## src/dlms_defines.vh

```
`ifndef DLMS_DEFINES_VH
`define DLMS_DEFINES_VH

// ==========================================================
// clocking and rounding
`define DLMS_CLK_NS 40
`define DLMS_UI_NS 40
`define DLMS_CYC_UP(ns) dlms_fit8(((ns) + `DLMS_CLK_NS - 1) / `DLMS_CLK_NS)
`define DLMS_CYC_DN(ns) dlms_fit8((ns) / `DLMS_CLK_NS)
`define DLMS_MAX(a, b) (((a) > (b)) ? (a) : (b))

// ==========================================================
// transmit intervals
`define DLMS_T_LPX_NS 50
`define DLMS_T_CLK_PREP_MIN_NS 38
`define DLMS_T_CLK_PREP_MAX_NS 95
`define DLMS_T_CLK_PZ_NS 300
`define DLMS_T_CLK_TRAIL_NS 60
`define DLMS_T_CLK_PRE_UI 8
`define DLMS_T_CLK_POST_NS (60 + 52 * `DLMS_UI_NS)
`define DLMS_T_HS_PREP_MIN_NS (40 + 4 * `DLMS_UI_NS)
`define DLMS_T_HS_PREP_MAX_NS (85 + 6 * `DLMS_UI_NS)
`define DLMS_T_HS_PZ_NS (145 + 10 * `DLMS_UI_NS)
`define DLMS_TRAIL_N_FWD 1
`define DLMS_TRAIL_N_REV 4
`define DLMS_T_HS_TRAIL_NS(n) \
   `DLMS_MAX((n) * 8 * `DLMS_UI_NS, 60 + (n) * 4 * `DLMS_UI_NS)

// ==========================================================
// receive settle windows
`define DLMS_T_SETTLE_MIN_NS 40
`define DLMS_T_SETTLE_MAX_NS 2590
`define DLMS_T_CLK_SETTLE_MIN_NS 95
`define DLMS_T_CLK_SETTLE_MAX_NS 300
`define DLMS_T_HS_SETTLE_MIN_NS (85 + 6 * `DLMS_UI_NS)
`define DLMS_T_HS_SETTLE_MAX_NS (145 + 10 * `DLMS_UI_NS)

// ==========================================================
// line states {p, n}, sync and stream
`define DLMS_LP11 2'h3
`define DLMS_LP01 2'h1
`define DLMS_LP00 2'h0
`define DLMS_SYNC_BYTE 8'hb8
`define DLMS_BYTE_LAST 3'h7
`define DLMS_FIFO_WIDTH 8
`define DLMS_FIFO_DEPTH 16
`define DLMS_FIFO_AW 4

`endif

```

## src/dlms_lane_sequencer.v

```verilog
`timescale 1ns/1ps
`include "dlms_defines.vh"

// ==========================================================
// fifo
module dlms_fifo #(
   parameter WIDTH = 8,
   parameter DEPTH = 16,
   parameter AW = 4
)
(
   // clock and reset
   input wire i_clk,
   input wire i_rst,
   // fill side
   input wire [WIDTH-1:0] i_in_data,
   input wire i_in_valid,
   output reg o_in_ready,
   // drain side
   output wire [WIDTH-1:0] o_out_data,
   output reg o_out_valid,
   input wire i_out_ready
);
   localparam [AW:0] FULL_CNT = DEPTH[AW:0];
   reg [WIDTH-1:0] mem [0:DEPTH-1];
   reg [AW-1:0] wr_ptr_reg;
   reg [AW-1:0] rd_ptr_reg;
   reg [AW:0] cnt_reg;
   reg [AW:0] cnt_next;
   wire push;
   wire pop;

   assign push = i_in_valid & o_in_ready;
   assign pop = i_out_ready & o_out_valid;
   assign o_out_data = mem[rd_ptr_reg];

   always @*
   begin
      cnt_next = cnt_reg;
      if (push & ~pop)
         cnt_next = cnt_reg + {{AW{1'b0}}, 1'b1};
      else if (pop & ~push)
         cnt_next = cnt_reg - {{AW{1'b0}}, 1'b1};
   end

   always @(posedge i_clk)
   begin
      if (push)
         mem[wr_ptr_reg] <= i_in_data;
   end

   always @(posedge i_clk)
   begin
      if (i_rst)
      begin
         wr_ptr_reg <= {AW{1'b0}};
         rd_ptr_reg <= {AW{1'b0}};
         cnt_reg <= {(AW+1){1'b0}};
         o_in_ready <= 1'b0;
         o_out_valid <= 1'b0;
      end
      else
      begin
         if (push)
            wr_ptr_reg <= wr_ptr_reg + {{(AW-1){1'b0}}, 1'b1};
         if (pop)
            rd_ptr_reg <= rd_ptr_reg + {{(AW-1){1'b0}}, 1'b1};
         cnt_reg <= cnt_next;
         o_in_ready <= (cnt_next != FULL_CNT);
         o_out_valid <= (cnt_next != {(AW+1){1'b0}});
      end
   end
endmodule

// Contract
// - lanes alternate low power and high speed
// - burst entry goes LP11, LP01, LP00
// - burst exit returns lane to LP11
// - clock runs post time after data trail
// - clock runs eight UI before data request
// - clock prepare LP00 between 38 and 95ns
// - receiver ignores clock for clock settle
// - clock trail zero at least 60ns
// - clock prepare plus zero at least 300ns
// - data prepare within its min and max
// - receiver ignores data until settle ends
// - data trail flipped bit, n-dependent minimum
// - every low-power state at least 50ns; the clock LP00 prepare can last one 40ns cycle
// - data prepare plus zero long enough
// - all intervals configurable
// - settle timers span 40 to 2590ns; clock settle is held to 120-280ns, data settle to 360-520ns
module dlms_lane_sequencer
(
   // clock and reset
   input wire i_sys_clk,
   input wire i_rst,
   // transmit byte stream
   input wire [7:0] i_tx_data,
   input wire i_tx_valid,
   output wire o_tx_ready,
   input wire i_tx_reverse,
   // transmit timing, in clock cycles
   input wire [7:0] i_cfg_lpx,
   input wire [7:0] i_cfg_clk_prepare,
   input wire [7:0] i_cfg_clk_zero,
   input wire [7:0] i_cfg_clk_pre,
   input wire [7:0] i_cfg_clk_post,
   input wire [7:0] i_cfg_clk_trail,
   input wire [7:0] i_cfg_hs_prepare,
   input wire [7:0] i_cfg_hs_zero,
   input wire [7:0] i_cfg_hs_trail,
   // receive timing, in clock cycles
   input wire [7:0] i_cfg_clk_settle,
   input wire [7:0] i_cfg_hs_settle,
   // transmit lanes
   output reg o_tx_clk_lp_p,
   output reg o_tx_clk_lp_n,
   output reg o_tx_clk_hs_en,
   output reg o_tx_clk_hs,
   output reg o_tx_dat_lp_p,
   output reg o_tx_dat_lp_n,
   output reg o_tx_dat_hs_en,
   output reg o_tx_dat_hs,
   output reg o_tx_busy,
   // receive lanes
   input wire i_rx_link_clk,
   input wire i_rx_clk_lp_p,
   input wire i_rx_clk_lp_n,
   input wire i_rx_dat_lp_p,
   input wire i_rx_dat_lp_n,
   input wire i_rx_dat_hs,
   // receive byte stream
   output reg [7:0] o_rx_data,
   output reg o_rx_valid,
   output reg o_rx_clk_active,
   output reg o_rx_busy
);
   // ==========================================================
   // minimum and maximum cycle counts
   // cuts a cycle count to the timer width
   function [7:0] dlms_fit8;
      input integer v;
      begin
         dlms_fit8 = v[7:0];
      end
   endfunction

   localparam [7:0] LPX_MIN = `DLMS_CYC_UP(`DLMS_T_LPX_NS);
   localparam [7:0] CPREP_MIN = `DLMS_CYC_UP(`DLMS_T_CLK_PREP_MIN_NS);
   localparam [7:0] CPREP_MAX = `DLMS_CYC_DN(`DLMS_T_CLK_PREP_MAX_NS);
   localparam [7:0] CPZ_MIN = `DLMS_CYC_UP(`DLMS_T_CLK_PZ_NS);
   localparam [7:0] CTRAIL_MIN = `DLMS_CYC_UP(`DLMS_T_CLK_TRAIL_NS);
   localparam [7:0] CPRE_MIN =
      `DLMS_CYC_UP(`DLMS_T_CLK_PRE_UI * `DLMS_UI_NS);
   localparam [7:0] CPOST_MIN = `DLMS_CYC_UP(`DLMS_T_CLK_POST_NS);
   localparam [7:0] HPREP_MIN = `DLMS_CYC_UP(`DLMS_T_HS_PREP_MIN_NS);
   localparam [7:0] HPREP_MAX = `DLMS_CYC_DN(`DLMS_T_HS_PREP_MAX_NS);
   localparam [7:0] HPZ_MIN = `DLMS_CYC_UP(`DLMS_T_HS_PZ_NS);
   localparam [7:0] HTRAIL_FWD =
      `DLMS_CYC_UP(`DLMS_T_HS_TRAIL_NS(`DLMS_TRAIL_N_FWD));
   localparam [7:0] HTRAIL_REV =
      `DLMS_CYC_UP(`DLMS_T_HS_TRAIL_NS(`DLMS_TRAIL_N_REV));
   localparam [7:0] SET_MIN = `DLMS_CYC_UP(`DLMS_T_SETTLE_MIN_NS);
   localparam [7:0] SET_MAX = `DLMS_CYC_DN(`DLMS_T_SETTLE_MAX_NS);
   localparam [7:0] CSET_MIN = `DLMS_CYC_UP(`DLMS_T_CLK_SETTLE_MIN_NS);
   localparam [7:0] CSET_MAX = `DLMS_CYC_DN(`DLMS_T_CLK_SETTLE_MAX_NS);
   localparam [7:0] HSET_MIN = `DLMS_CYC_UP(`DLMS_T_HS_SETTLE_MIN_NS);
   localparam [7:0] HSET_MAX = `DLMS_CYC_DN(`DLMS_T_HS_SETTLE_MAX_NS);
   localparam [7:0] NO_MAX = 8'hff;

   // ==========================================================
   // transmit states
   localparam [13:0] S_IDLE = 14'h0001;
   localparam [13:0] S_CLK_RQST = 14'h0002;
   localparam [13:0] S_CLK_BRDG = 14'h0004;
   localparam [13:0] S_CLK_ZERO = 14'h0008;
   localparam [13:0] S_CLK_PRE = 14'h0010;
   localparam [13:0] S_DAT_RQST = 14'h0020;
   localparam [13:0] S_DAT_BRDG = 14'h0040;
   localparam [13:0] S_DAT_ZERO = 14'h0080;
   localparam [13:0] S_DAT_SYNC = 14'h0100;
   localparam [13:0] S_DAT_BITS = 14'h0200;
   localparam [13:0] S_DAT_TRAIL = 14'h0400;
   localparam [13:0] S_CLK_POST = 14'h0800;
   localparam [13:0] S_CLK_TRAIL = 14'h1000;
   localparam [13:0] S_CLK_EXIT = 14'h2000;

   // receive states
   localparam [3:0] RC_STOP = 4'h1;
   localparam [3:0] RC_RQST = 4'h2;
   localparam [3:0] RC_SETTLE = 4'h4;
   localparam [3:0] RC_HS = 4'h8;
   localparam [4:0] RD_STOP = 5'h01;
   localparam [4:0] RD_RQST = 5'h02;
   localparam [4:0] RD_SETTLE = 5'h04;
   localparam [4:0] RD_HUNT = 5'h08;
   localparam [4:0] RD_BYTES = 5'h10;

   function [7:0] dlms_clamp;
      input [7:0] v;
      input [7:0] lo;
      input [7:0] hi;
      begin
         if (v < lo)
            dlms_clamp = lo;
         else if (v > hi)
            dlms_clamp = hi;
         else
            dlms_clamp = v;
      end
   endfunction

   // ==========================================================
   // effective durations
   wire [7:0] lpx_eff;
   wire [7:0] cprep_eff;
   wire [7:0] czero_eff;
   wire [7:0] cpre_eff;
   wire [7:0] cpost_eff;
   wire [7:0] ctrail_eff;
   wire [7:0] hprep_eff;
   wire [7:0] hzero_eff;
   wire [7:0] htrail_eff;
   wire [7:0] cset_eff;
   wire [7:0] hset_eff;
   wire [8:0] cpz_sum;
   wire [8:0] hpz_sum;

   assign lpx_eff = dlms_clamp(i_cfg_lpx, LPX_MIN, NO_MAX);
   assign cprep_eff = dlms_clamp(i_cfg_clk_prepare,
      CPREP_MIN, CPREP_MAX);
   assign cpz_sum = {1'b0, i_cfg_clk_zero} + {1'b0, cprep_eff};
   assign czero_eff = (cpz_sum < {1'b0, CPZ_MIN}) ?
      CPZ_MIN - cprep_eff : i_cfg_clk_zero;
   assign cpre_eff = dlms_clamp(i_cfg_clk_pre, CPRE_MIN, NO_MAX);
   assign cpost_eff = dlms_clamp(i_cfg_clk_post, CPOST_MIN, NO_MAX);
   assign ctrail_eff = dlms_clamp(i_cfg_clk_trail, CTRAIL_MIN, NO_MAX);
   assign hprep_eff = dlms_clamp(i_cfg_hs_prepare,
      HPREP_MIN, HPREP_MAX);
   assign hpz_sum = {1'b0, i_cfg_hs_zero} + {1'b0, hprep_eff};
   assign hzero_eff = (hpz_sum < {1'b0, HPZ_MIN}) ?
      HPZ_MIN - hprep_eff : i_cfg_hs_zero;
   assign htrail_eff = dlms_clamp(i_cfg_hs_trail,
      i_tx_reverse ? HTRAIL_REV : HTRAIL_FWD, NO_MAX);
   assign cset_eff = dlms_clamp(dlms_clamp(i_cfg_clk_settle, SET_MIN, SET_MAX),
      CSET_MIN, CSET_MAX);
   assign hset_eff = dlms_clamp(dlms_clamp(i_cfg_hs_settle, SET_MIN, SET_MAX),
      HSET_MIN, HSET_MAX);

   // ==========================================================
   // transmit buffer
   wire [7:0] fifo_data;
   wire fifo_valid;
   reg fifo_pop;

   dlms_fifo #(
      .WIDTH(`DLMS_FIFO_WIDTH),
      .DEPTH(`DLMS_FIFO_DEPTH),
      .AW(`DLMS_FIFO_AW)
   ) u_fifo (
      .i_clk(i_sys_clk),
      .i_rst(i_rst),
      .i_in_data(i_tx_data),
      .i_in_valid(i_tx_valid),
      .o_in_ready(o_tx_ready),
      .o_out_data(fifo_data),
      .o_out_valid(fifo_valid),
      .i_out_ready(fifo_pop)
   );

   // ==========================================================
   // transmit sequencer
   reg [13:0] state_reg;
   reg [13:0] state_next;
   reg [7:0] tmr_reg;
   reg [7:0] tmr_next;
   reg [7:0] sh_reg;
   reg [7:0] sh_next;
   reg trail_reg;
   reg trail_next;
   wire tmr_done;

   assign tmr_done = (tmr_reg == 8'h00);

   always @*
   begin
      state_next = state_reg;
      tmr_next = tmr_done ? tmr_reg : tmr_reg - 8'h01;
      sh_next = sh_reg;
      trail_next = trail_reg;
      fifo_pop = 1'b0;
      case (state_reg)
         S_IDLE:
            if (fifo_valid)
            begin
               state_next = S_CLK_RQST;
               tmr_next = lpx_eff - 8'h01;
            end
         S_CLK_RQST:
            if (tmr_done)
            begin
               state_next = S_CLK_BRDG;
               tmr_next = cprep_eff - 8'h01;
            end
         S_CLK_BRDG:
            if (tmr_done)
            begin
               state_next = S_CLK_ZERO;
               tmr_next = czero_eff - 8'h01;
            end
         S_CLK_ZERO:
            if (tmr_done)
            begin
               state_next = S_CLK_PRE;
               tmr_next = cpre_eff - 8'h01;
            end
         S_CLK_PRE:
            if (tmr_done)
            begin
               state_next = S_DAT_RQST;
               tmr_next = lpx_eff - 8'h01;
            end
         S_DAT_RQST:
            if (tmr_done)
            begin
               state_next = S_DAT_BRDG;
               tmr_next = hprep_eff - 8'h01;
            end
         S_DAT_BRDG:
            if (tmr_done)
            begin
               state_next = S_DAT_ZERO;
               tmr_next = hzero_eff - 8'h01;
            end
         S_DAT_ZERO:
            if (tmr_done)
            begin
               state_next = S_DAT_SYNC;
               tmr_next = {5'h00, `DLMS_BYTE_LAST};
               sh_next = `DLMS_SYNC_BYTE;
            end
         S_DAT_SYNC, S_DAT_BITS:
         begin
            sh_next = {1'b0, sh_reg[7:1]};
            if (tmr_done)
            begin
               if (fifo_valid)
               begin
                  state_next = S_DAT_BITS;
                  tmr_next = {5'h00, `DLMS_BYTE_LAST};
                  sh_next = fifo_data;
                  fifo_pop = 1'b1;
               end
               else
               begin
                  state_next = S_DAT_TRAIL;
                  tmr_next = htrail_eff - 8'h01;
                  trail_next = ~sh_reg[0];
               end
            end
         end
         S_DAT_TRAIL:
            if (tmr_done)
            begin
               state_next = S_CLK_POST;
               tmr_next = cpost_eff - 8'h01;
            end
         S_CLK_POST:
            if (tmr_done)
            begin
               state_next = S_CLK_TRAIL;
               tmr_next = ctrail_eff - 8'h01;
            end
         S_CLK_TRAIL:
            if (tmr_done)
            begin
               state_next = S_CLK_EXIT;
               tmr_next = lpx_eff - 8'h01;
            end
         S_CLK_EXIT:
            if (tmr_done)
               state_next = S_IDLE;
         default:
         begin
            state_next = S_CLK_EXIT;
            tmr_next = LPX_MIN;
         end
      endcase
   end

   // lane drive, registered from the next state
   wire clk_lp_n_next;
   wire clk_rqst_next;
   wire clk_hs_next;
   wire clk_run_next;
   wire dat_lp_n_next;
   wire dat_rqst_next;
   wire dat_hs_next;

   assign clk_lp_n_next = (state_next == S_IDLE) | (state_next == S_CLK_EXIT);
   assign clk_rqst_next = (state_next == S_CLK_RQST);
   assign clk_hs_next = ~clk_lp_n_next & ~clk_rqst_next &
      (state_next != S_CLK_BRDG);
   assign clk_run_next = clk_hs_next & (state_next != S_CLK_ZERO) &
      (state_next != S_CLK_TRAIL);
   assign dat_rqst_next = (state_next == S_DAT_RQST);
   assign dat_hs_next = (state_next == S_DAT_ZERO) |
      (state_next == S_DAT_SYNC) | (state_next == S_DAT_BITS) |
      (state_next == S_DAT_TRAIL);
   assign dat_lp_n_next = ~dat_rqst_next & ~dat_hs_next &
      (state_next != S_DAT_BRDG);

   always @(posedge i_sys_clk)
   begin
      if (i_rst)
      begin
         state_reg <= S_CLK_EXIT;
         tmr_reg <= LPX_MIN;
         sh_reg <= 8'h00;
         trail_reg <= 1'b0;
         o_tx_clk_lp_p <= 1'b1;
         o_tx_clk_lp_n <= 1'b1;
         o_tx_clk_hs_en <= 1'b0;
         o_tx_clk_hs <= 1'b0;
         o_tx_dat_lp_p <= 1'b1;
         o_tx_dat_lp_n <= 1'b1;
         o_tx_dat_hs_en <= 1'b0;
         o_tx_dat_hs <= 1'b0;
         o_tx_busy <= 1'b0;
      end
      else
      begin
         state_reg <= state_next;
         tmr_reg <= tmr_next;
         sh_reg <= sh_next;
         trail_reg <= trail_next;
         o_tx_clk_lp_p <= clk_lp_n_next;
         o_tx_clk_lp_n <= clk_lp_n_next | clk_rqst_next;
         o_tx_clk_hs_en <= clk_hs_next;
         o_tx_clk_hs <= clk_run_next ? ~o_tx_clk_hs : 1'b0;
         o_tx_dat_lp_p <= dat_lp_n_next;
         o_tx_dat_lp_n <= dat_lp_n_next | dat_rqst_next;
         o_tx_dat_hs_en <= dat_hs_next;
         if (state_next == S_DAT_TRAIL)
            o_tx_dat_hs <= trail_next;
         else if ((state_next == S_DAT_SYNC) | (state_next == S_DAT_BITS))
            o_tx_dat_hs <= sh_next[0];
         else
            o_tx_dat_hs <= 1'b0;
         o_tx_busy <= (state_next != S_IDLE);
      end
   end

   // ==========================================================
   // receive pin synchronisers
   wire [5:0] rx_raw;
   wire [5:0] rx_st;

   assign rx_raw = {i_rx_link_clk, i_rx_clk_lp_p, i_rx_clk_lp_n,
      i_rx_dat_lp_p, i_rx_dat_lp_n, i_rx_dat_hs};

   genvar g;
   generate
      for (g = 0; g < 6; g = g + 1)
      begin : g_sync
         reg s1_reg;
         reg s2_reg;
         reg s3_reg;
         reg st_reg;
         always @(posedge i_sys_clk)
         begin
            if (i_rst)
            begin
               s1_reg <= 1'b0;
               s2_reg <= 1'b0;
               s3_reg <= 1'b0;
               st_reg <= 1'b0;
            end
            else
            begin
               s1_reg <= rx_raw[g];
               s2_reg <= s1_reg;
               s3_reg <= s2_reg;
               if (s2_reg == s3_reg)
                  st_reg <= s3_reg;
            end
         end
         assign rx_st[g] = st_reg;
      end
   endgenerate

   // ==========================================================
   // receive lane tracking
   wire [1:0] rx_clk_lp;
   wire [1:0] rx_dat_lp;
   wire link_edge;
   reg lclk_prev_reg;
   reg [3:0] rc_reg;
   reg [4:0] rd_reg;
   reg [7:0] rc_tmr_reg;
   reg [7:0] rd_tmr_reg;
   reg [7:0] rsh_reg;
   reg [2:0] rbit_reg;
   wire [7:0] rsh_next;

   assign rx_clk_lp = rx_st[4:3];
   assign rx_dat_lp = rx_st[2:1];
   assign link_edge = rx_st[5] ^ lclk_prev_reg;
   assign rsh_next = {rx_st[0], rsh_reg[7:1]};

   always @(posedge i_sys_clk)
   begin
      if (i_rst)
      begin
         lclk_prev_reg <= 1'b0;
         rc_reg <= RC_STOP;
         rd_reg <= RD_STOP;
         rc_tmr_reg <= 8'h00;
         rd_tmr_reg <= 8'h00;
         rsh_reg <= 8'h00;
         rbit_reg <= 3'h0;
         o_rx_data <= 8'h00;
         o_rx_valid <= 1'b0;
         o_rx_clk_active <= 1'b0;
         o_rx_busy <= 1'b0;
      end
      else
      begin
         lclk_prev_reg <= rx_st[5];
         o_rx_valid <= 1'b0;
         if (rc_tmr_reg != 8'h00)
            rc_tmr_reg <= rc_tmr_reg - 8'h01;
         if (rd_tmr_reg != 8'h00)
            rd_tmr_reg <= rd_tmr_reg - 8'h01;
         case (rc_reg)
            RC_STOP:
               if (rx_clk_lp == `DLMS_LP01)
                  rc_reg <= RC_RQST;
            RC_RQST:
               if (rx_clk_lp == `DLMS_LP00)
               begin
                  rc_reg <= RC_SETTLE;
                  rc_tmr_reg <= cset_eff - 8'h01;
               end
               else if (rx_clk_lp == `DLMS_LP11)
                  rc_reg <= RC_STOP;
            RC_SETTLE:
               if (rx_clk_lp == `DLMS_LP11)
                  rc_reg <= RC_STOP;
               else if (rc_tmr_reg == 8'h00)
                  rc_reg <= RC_HS;
            RC_HS:
               if (rx_clk_lp == `DLMS_LP11)
                  rc_reg <= RC_STOP;
            default:
               rc_reg <= RC_STOP;
         endcase
         case (rd_reg)
            RD_STOP:
               if (rx_dat_lp == `DLMS_LP01)
                  rd_reg <= RD_RQST;
            RD_RQST:
               if (rx_dat_lp == `DLMS_LP00)
               begin
                  rd_reg <= RD_SETTLE;
                  rd_tmr_reg <= hset_eff - 8'h01;
               end
               else if (rx_dat_lp == `DLMS_LP11)
                  rd_reg <= RD_STOP;
            RD_SETTLE:
               if (rx_dat_lp == `DLMS_LP11)
                  rd_reg <= RD_STOP;
               else if (rd_tmr_reg == 8'h00)
               begin
                  rd_reg <= RD_HUNT;
                  rsh_reg <= 8'h00;
               end
            RD_HUNT:
               if (rx_dat_lp == `DLMS_LP11)
                  rd_reg <= RD_STOP;
               else if (link_edge & (rc_reg == RC_HS))
               begin
                  rsh_reg <= rsh_next;
                  if (rsh_next == `DLMS_SYNC_BYTE)
                  begin
                     rd_reg <= RD_BYTES;
                     rbit_reg <= 3'h0;
                  end
               end
            RD_BYTES:
               if (rx_dat_lp == `DLMS_LP11)
                  rd_reg <= RD_STOP;
               else if (link_edge & (rc_reg == RC_HS))
               begin
                  rsh_reg <= rsh_next;
                  rbit_reg <= rbit_reg + 3'h1;
                  if (rbit_reg == `DLMS_BYTE_LAST)
                  begin
                     o_rx_data <= rsh_next;
                     o_rx_valid <= 1'b1;
                  end
               end
            default:
               rd_reg <= RD_STOP;
         endcase
         o_rx_clk_active <= (rc_reg == RC_HS);
         o_rx_busy <= (rd_reg == RD_HUNT) | (rd_reg == RD_BYTES);
      end
   end
endmodule

```

## config.mk

```make
export PLATFORM = sky130hd
export DESIGN_NAME = dlms_lane_sequencer
export DESIGN_NICKNAME = d
export VERILOG_FILES = /design/src/dlms_lane_sequencer.v
export VERILOG_INCLUDE_DIRS = /design/src
export SDC_FILE = /design/constraint.sdc
export NUM_CORES = 1
export LEC_CHECK = 0
export BUFFER_PORTS_ARGS = -buffer_cell sky130_fd_sc_hd__buf_2
export CORE_AREA = 2 2 195 140
export DETAILED_ROUTE_END_ITERATION = 10
export DIE_AREA = 0 0 197 142
export PLACE_DENSITY = 0.71
export SLEW_MARGIN = 0
export SYNTH_ARGS = -nofsm -noshare
export SYNTH_HDL_FRONTEND = slang
export SYNTH_SLANG_ARGS = --single-unit
```

## constraint.sdc

```tcl
create_clock -name i_sys_clk -period 8.87 [get_ports i_sys_clk]
set_input_delay 2.2175 -clock i_sys_clk [delete_from_list [all_inputs] [get_ports i_sys_clk]]
set_output_delay 2.2175 -clock i_sys_clk [all_outputs]
set_load 0.02 [all_outputs]
```

==> impl_metrics.py <==
metrics = {
    "timing": {
        "finalSetupViolCount": 0,
        "setup_ws_ns": 2.85,
        "clock_skew_ns": 0.0184,
        "maxSlewViolCount": 0,
        "finalCriticalPeriod_ns": 6.02,
        "rsz0062_at_grt": "no",
        "worst_pin_slew_ns": 0.964,
        "max_freq_ghz": 0.166,
        "tns_ns": 0,
        "hold_viol": 0,
        "maxSlewHeadroom": 0.355,
        "fin_crit_sh": 0.678,
        "whs_ns": 0.444,
    },
    "die": {
        "num_rows": 50,
        "ios": 127,
        "core-area_um2": 26200,
        "initial_utilization": 0.512,
        "die_w_um": 197,
        "dieArea_um2": 28000,
        "die_height_um": 142,
    },
    "placed_design": {
        "place_ws_ns": 2.43,
        "port_buffers": 125,
        "place_congestion": 0.959,
        "dp.cells": 1692,
        "dp.final_hpwl_um": 22900,
    },
    "critical_path": {
        "cp_slowest_cell": "or4_4",
        "worstSetupStartpointType": "input port",
        "cpPeakStageDelay_ns": 0.53,
        "crit_arrival_ns": 6.40,
        "endpoint_kind": "flop",
        "critical_path_class": "in -> reg",
        "required_ns": 9.25,
        "path_max_fanout": 9,
        "path_cells": "buf_2 > or4_4 > nor4_4 > inv_2 > ha_1 > a211o_2 > nor3_1 > o211a_1 > mux2i_1 > ha_1 > nand2b_1 > nor4_1 > xnor2_1 > nor2_1 > a31oi_1 > o221ai_1 > o21ai_0 > a41oi_1",
        "crit_top_cell": "ha_1",
    },
    "logic_synthesis": {
        "yosysMostFrequentCell": "nor2_1",
        "yosys.area.top_type": "edfxtp_1",
        "seq_area_frac_synth": 0.481,
        "synth_edf_count": 128,
        "post_synth_num_cell_types": 87,
        "ys_seq_elements": 258,
        "postSynthAreaPerCell_um2": 10.5,
        "syn_inst": 1270,
        "yosysWarnings": 0,
        "synth_top_area_share": 0.287,
        "synthArstFlopShare": 0,
        "yosys_most_used_dff": "dfxtp_1",
        "synth_area_leaders": "edfxtp_1, dfxtp_1, mux4_2",
        "synth_common_cells": "nor2_1, dfxtp_1, edfxtp_1",
        "syn_area_um2": 13400,
    },
    "power_and_ir_drop": {
        "leakage_nw": 5.57,
        "powerDensity_nw_per_um2": 223,
        "ir_drop_uv": 154,
    },
    "finish": {
        "drive_gt1_frac": 0.176,
        "fill_cells": 2192,
        "finalNetCount": 1531,
        "regArea_um2": 6450,
        "n_antenna_cell": 0,
        "areaGrowthSynthToFinish_pct": 13.2,
        "utilization": 0.580,
        "largest_register_ffs": 128,
        "instances_no_fill": 1739,
        "multi_input_area_um2": 6590,
    },
    "global_route": {
        "antenna_found_initial": 0,
        "grt_usage": 0.227,
        "grt_start_max_net_pins": 85,
        "grt_pass1_vias": 9654,
        "grt_overflow_total": 0,
        "grt_first_pass_wirelength_um": 50800,
    },
    "drt": {
        "routedWlPerCell_um": 18.5,
        "vias_per_cell": 5.93,
        "first_pass_iters": 7,
        "remaining_drc_errors": 0,
        "num_vias": 10300,
        "ant_nets": 0,
        "drt_wl_total_um": 32200,
        "dr.first_iter.drc_count": 885,
    },
    "cts": {
        "cts_tree": "yes",
        "h-tree-depth": 1,
        "cts.path.max_buffers": 3,
        "cts_sinks": 258,
        "insertion_delay_ns": 0.54,
        "cts_hold_buf": 0,
        "path_clk_slew_ns": 0.07,
        "post_cts_resized": 0,
        "cts_root_buf": "clkbuf_16",
        "post_cts_buffers": 0,
        "cts_made_buffers": 26,
    },
    "hold_path": {
        "min_path_type": "reg -> reg",
    },
    "flow_run": {
        "maxCapViolations": 0,
    },
    "status": {
        "status": "finished clean",
    },
}
## where the power goes
group	switching [mW]	internal, mW	leakage, nW
clock	0.454	0.678	0.447
combinational	0.517	0.344	2.91
sequential	0.0704	1.32	2.21
total	1.04	2.34	5.57
## final cells by class
| type | count | share of cell area |
|---|---|---|
| clock buffer | 41 | 0.0526 |
| clock inverter | 6 | 0.00718 |
| multi-input combinational | 936 | 0.435 |
| tap | 338 | 0.0279 |
| timing repair buffer | 135 | 0.0464 |
| inverter | 25 | 0.00619 |
| sequential | 258 | 0.425 |
## layer usage
metal	routed length, um	global-route usage
met4	524	0.0491
met5	0	0
met1	15000	0.334
met2	14200	0.355
met3	2380	0.0379
## worst max-delay path, delay by kind of cell
family | cells | cell delay [ns]
multiplexers | 1 | 0.29
AO/OA/AOI/OAI | 6 | 1.54
XOR/XNOR | 1 | 0.18
adder cells (fa/ha/maj) | 2 | 0.51
AND/OR/NAND/NOR | 6 | 1.43
buffers and inverters | 2 | 0.22
## cell usage in the layout, fill, tap and decap left out, drive strengths merged, types with 25 or more instances in the layout
cell type / synthesis / routed
nor4: 28 / 28
edfxtp: 128 / 128
clkbuf: 40 / 41
nand3: 37 / 37
o21ai: 53 / 53
mux2i: 25 / 25
xor2: 32 / 32
a21oi: 77 / 77
inv: 25 / 25
nand2: 110 / 110
nor2b: 30 / 30
dfxtp: 130 / 130
nor3: 45 / 45
mux4: 40 / 40
ha: 42 / 42
buf: 20 / 135
xnor2: 38 / 38
nor2: 144 / 144
## cell families after synthesis
logic type	Yosys count	synth area share
mux	65	0.0860
buf+inv	85	0.0290
flops	258	0.481
other cells	1	0.000280
simple gates	508	0.199
compound gates	240	0.118
fa+ha+maj	43	0.0407
xor+xnor	70	0.0458
## path summary, 6_finish.rpt
kind | startpoint | endpoint | slack (ns) | cells past startpoint
worst min-delay path | g_sync[4].s1_reg | g_sync[4].s2_reg | 0.44 | 1
worst min register to register | g_sync[4].s1_reg | g_sync[4].s2_reg | 0.44 | 1
worst max register to register | state_reg[13] | u_fifo.o_in_ready | 5.57 | 7
worst max-delay path | i_cfg_clk_prepare[4] | tmr_reg[6] | 2.85 | 18
## through the flow
| step | total power [mW] | cell area [um2] |
|---|---|---|
| final | 3.38 | 15200 |
| after global routing | 3.56 | 15200 |
| after CTS | 3.39 | 15200 |
| after detailed placement | 2.26 | 14300 |
| after global placement | 2.24 | 14300 |
| after floorplan | 2.04 | 13400 |
(Power assumes the default switching activity.)
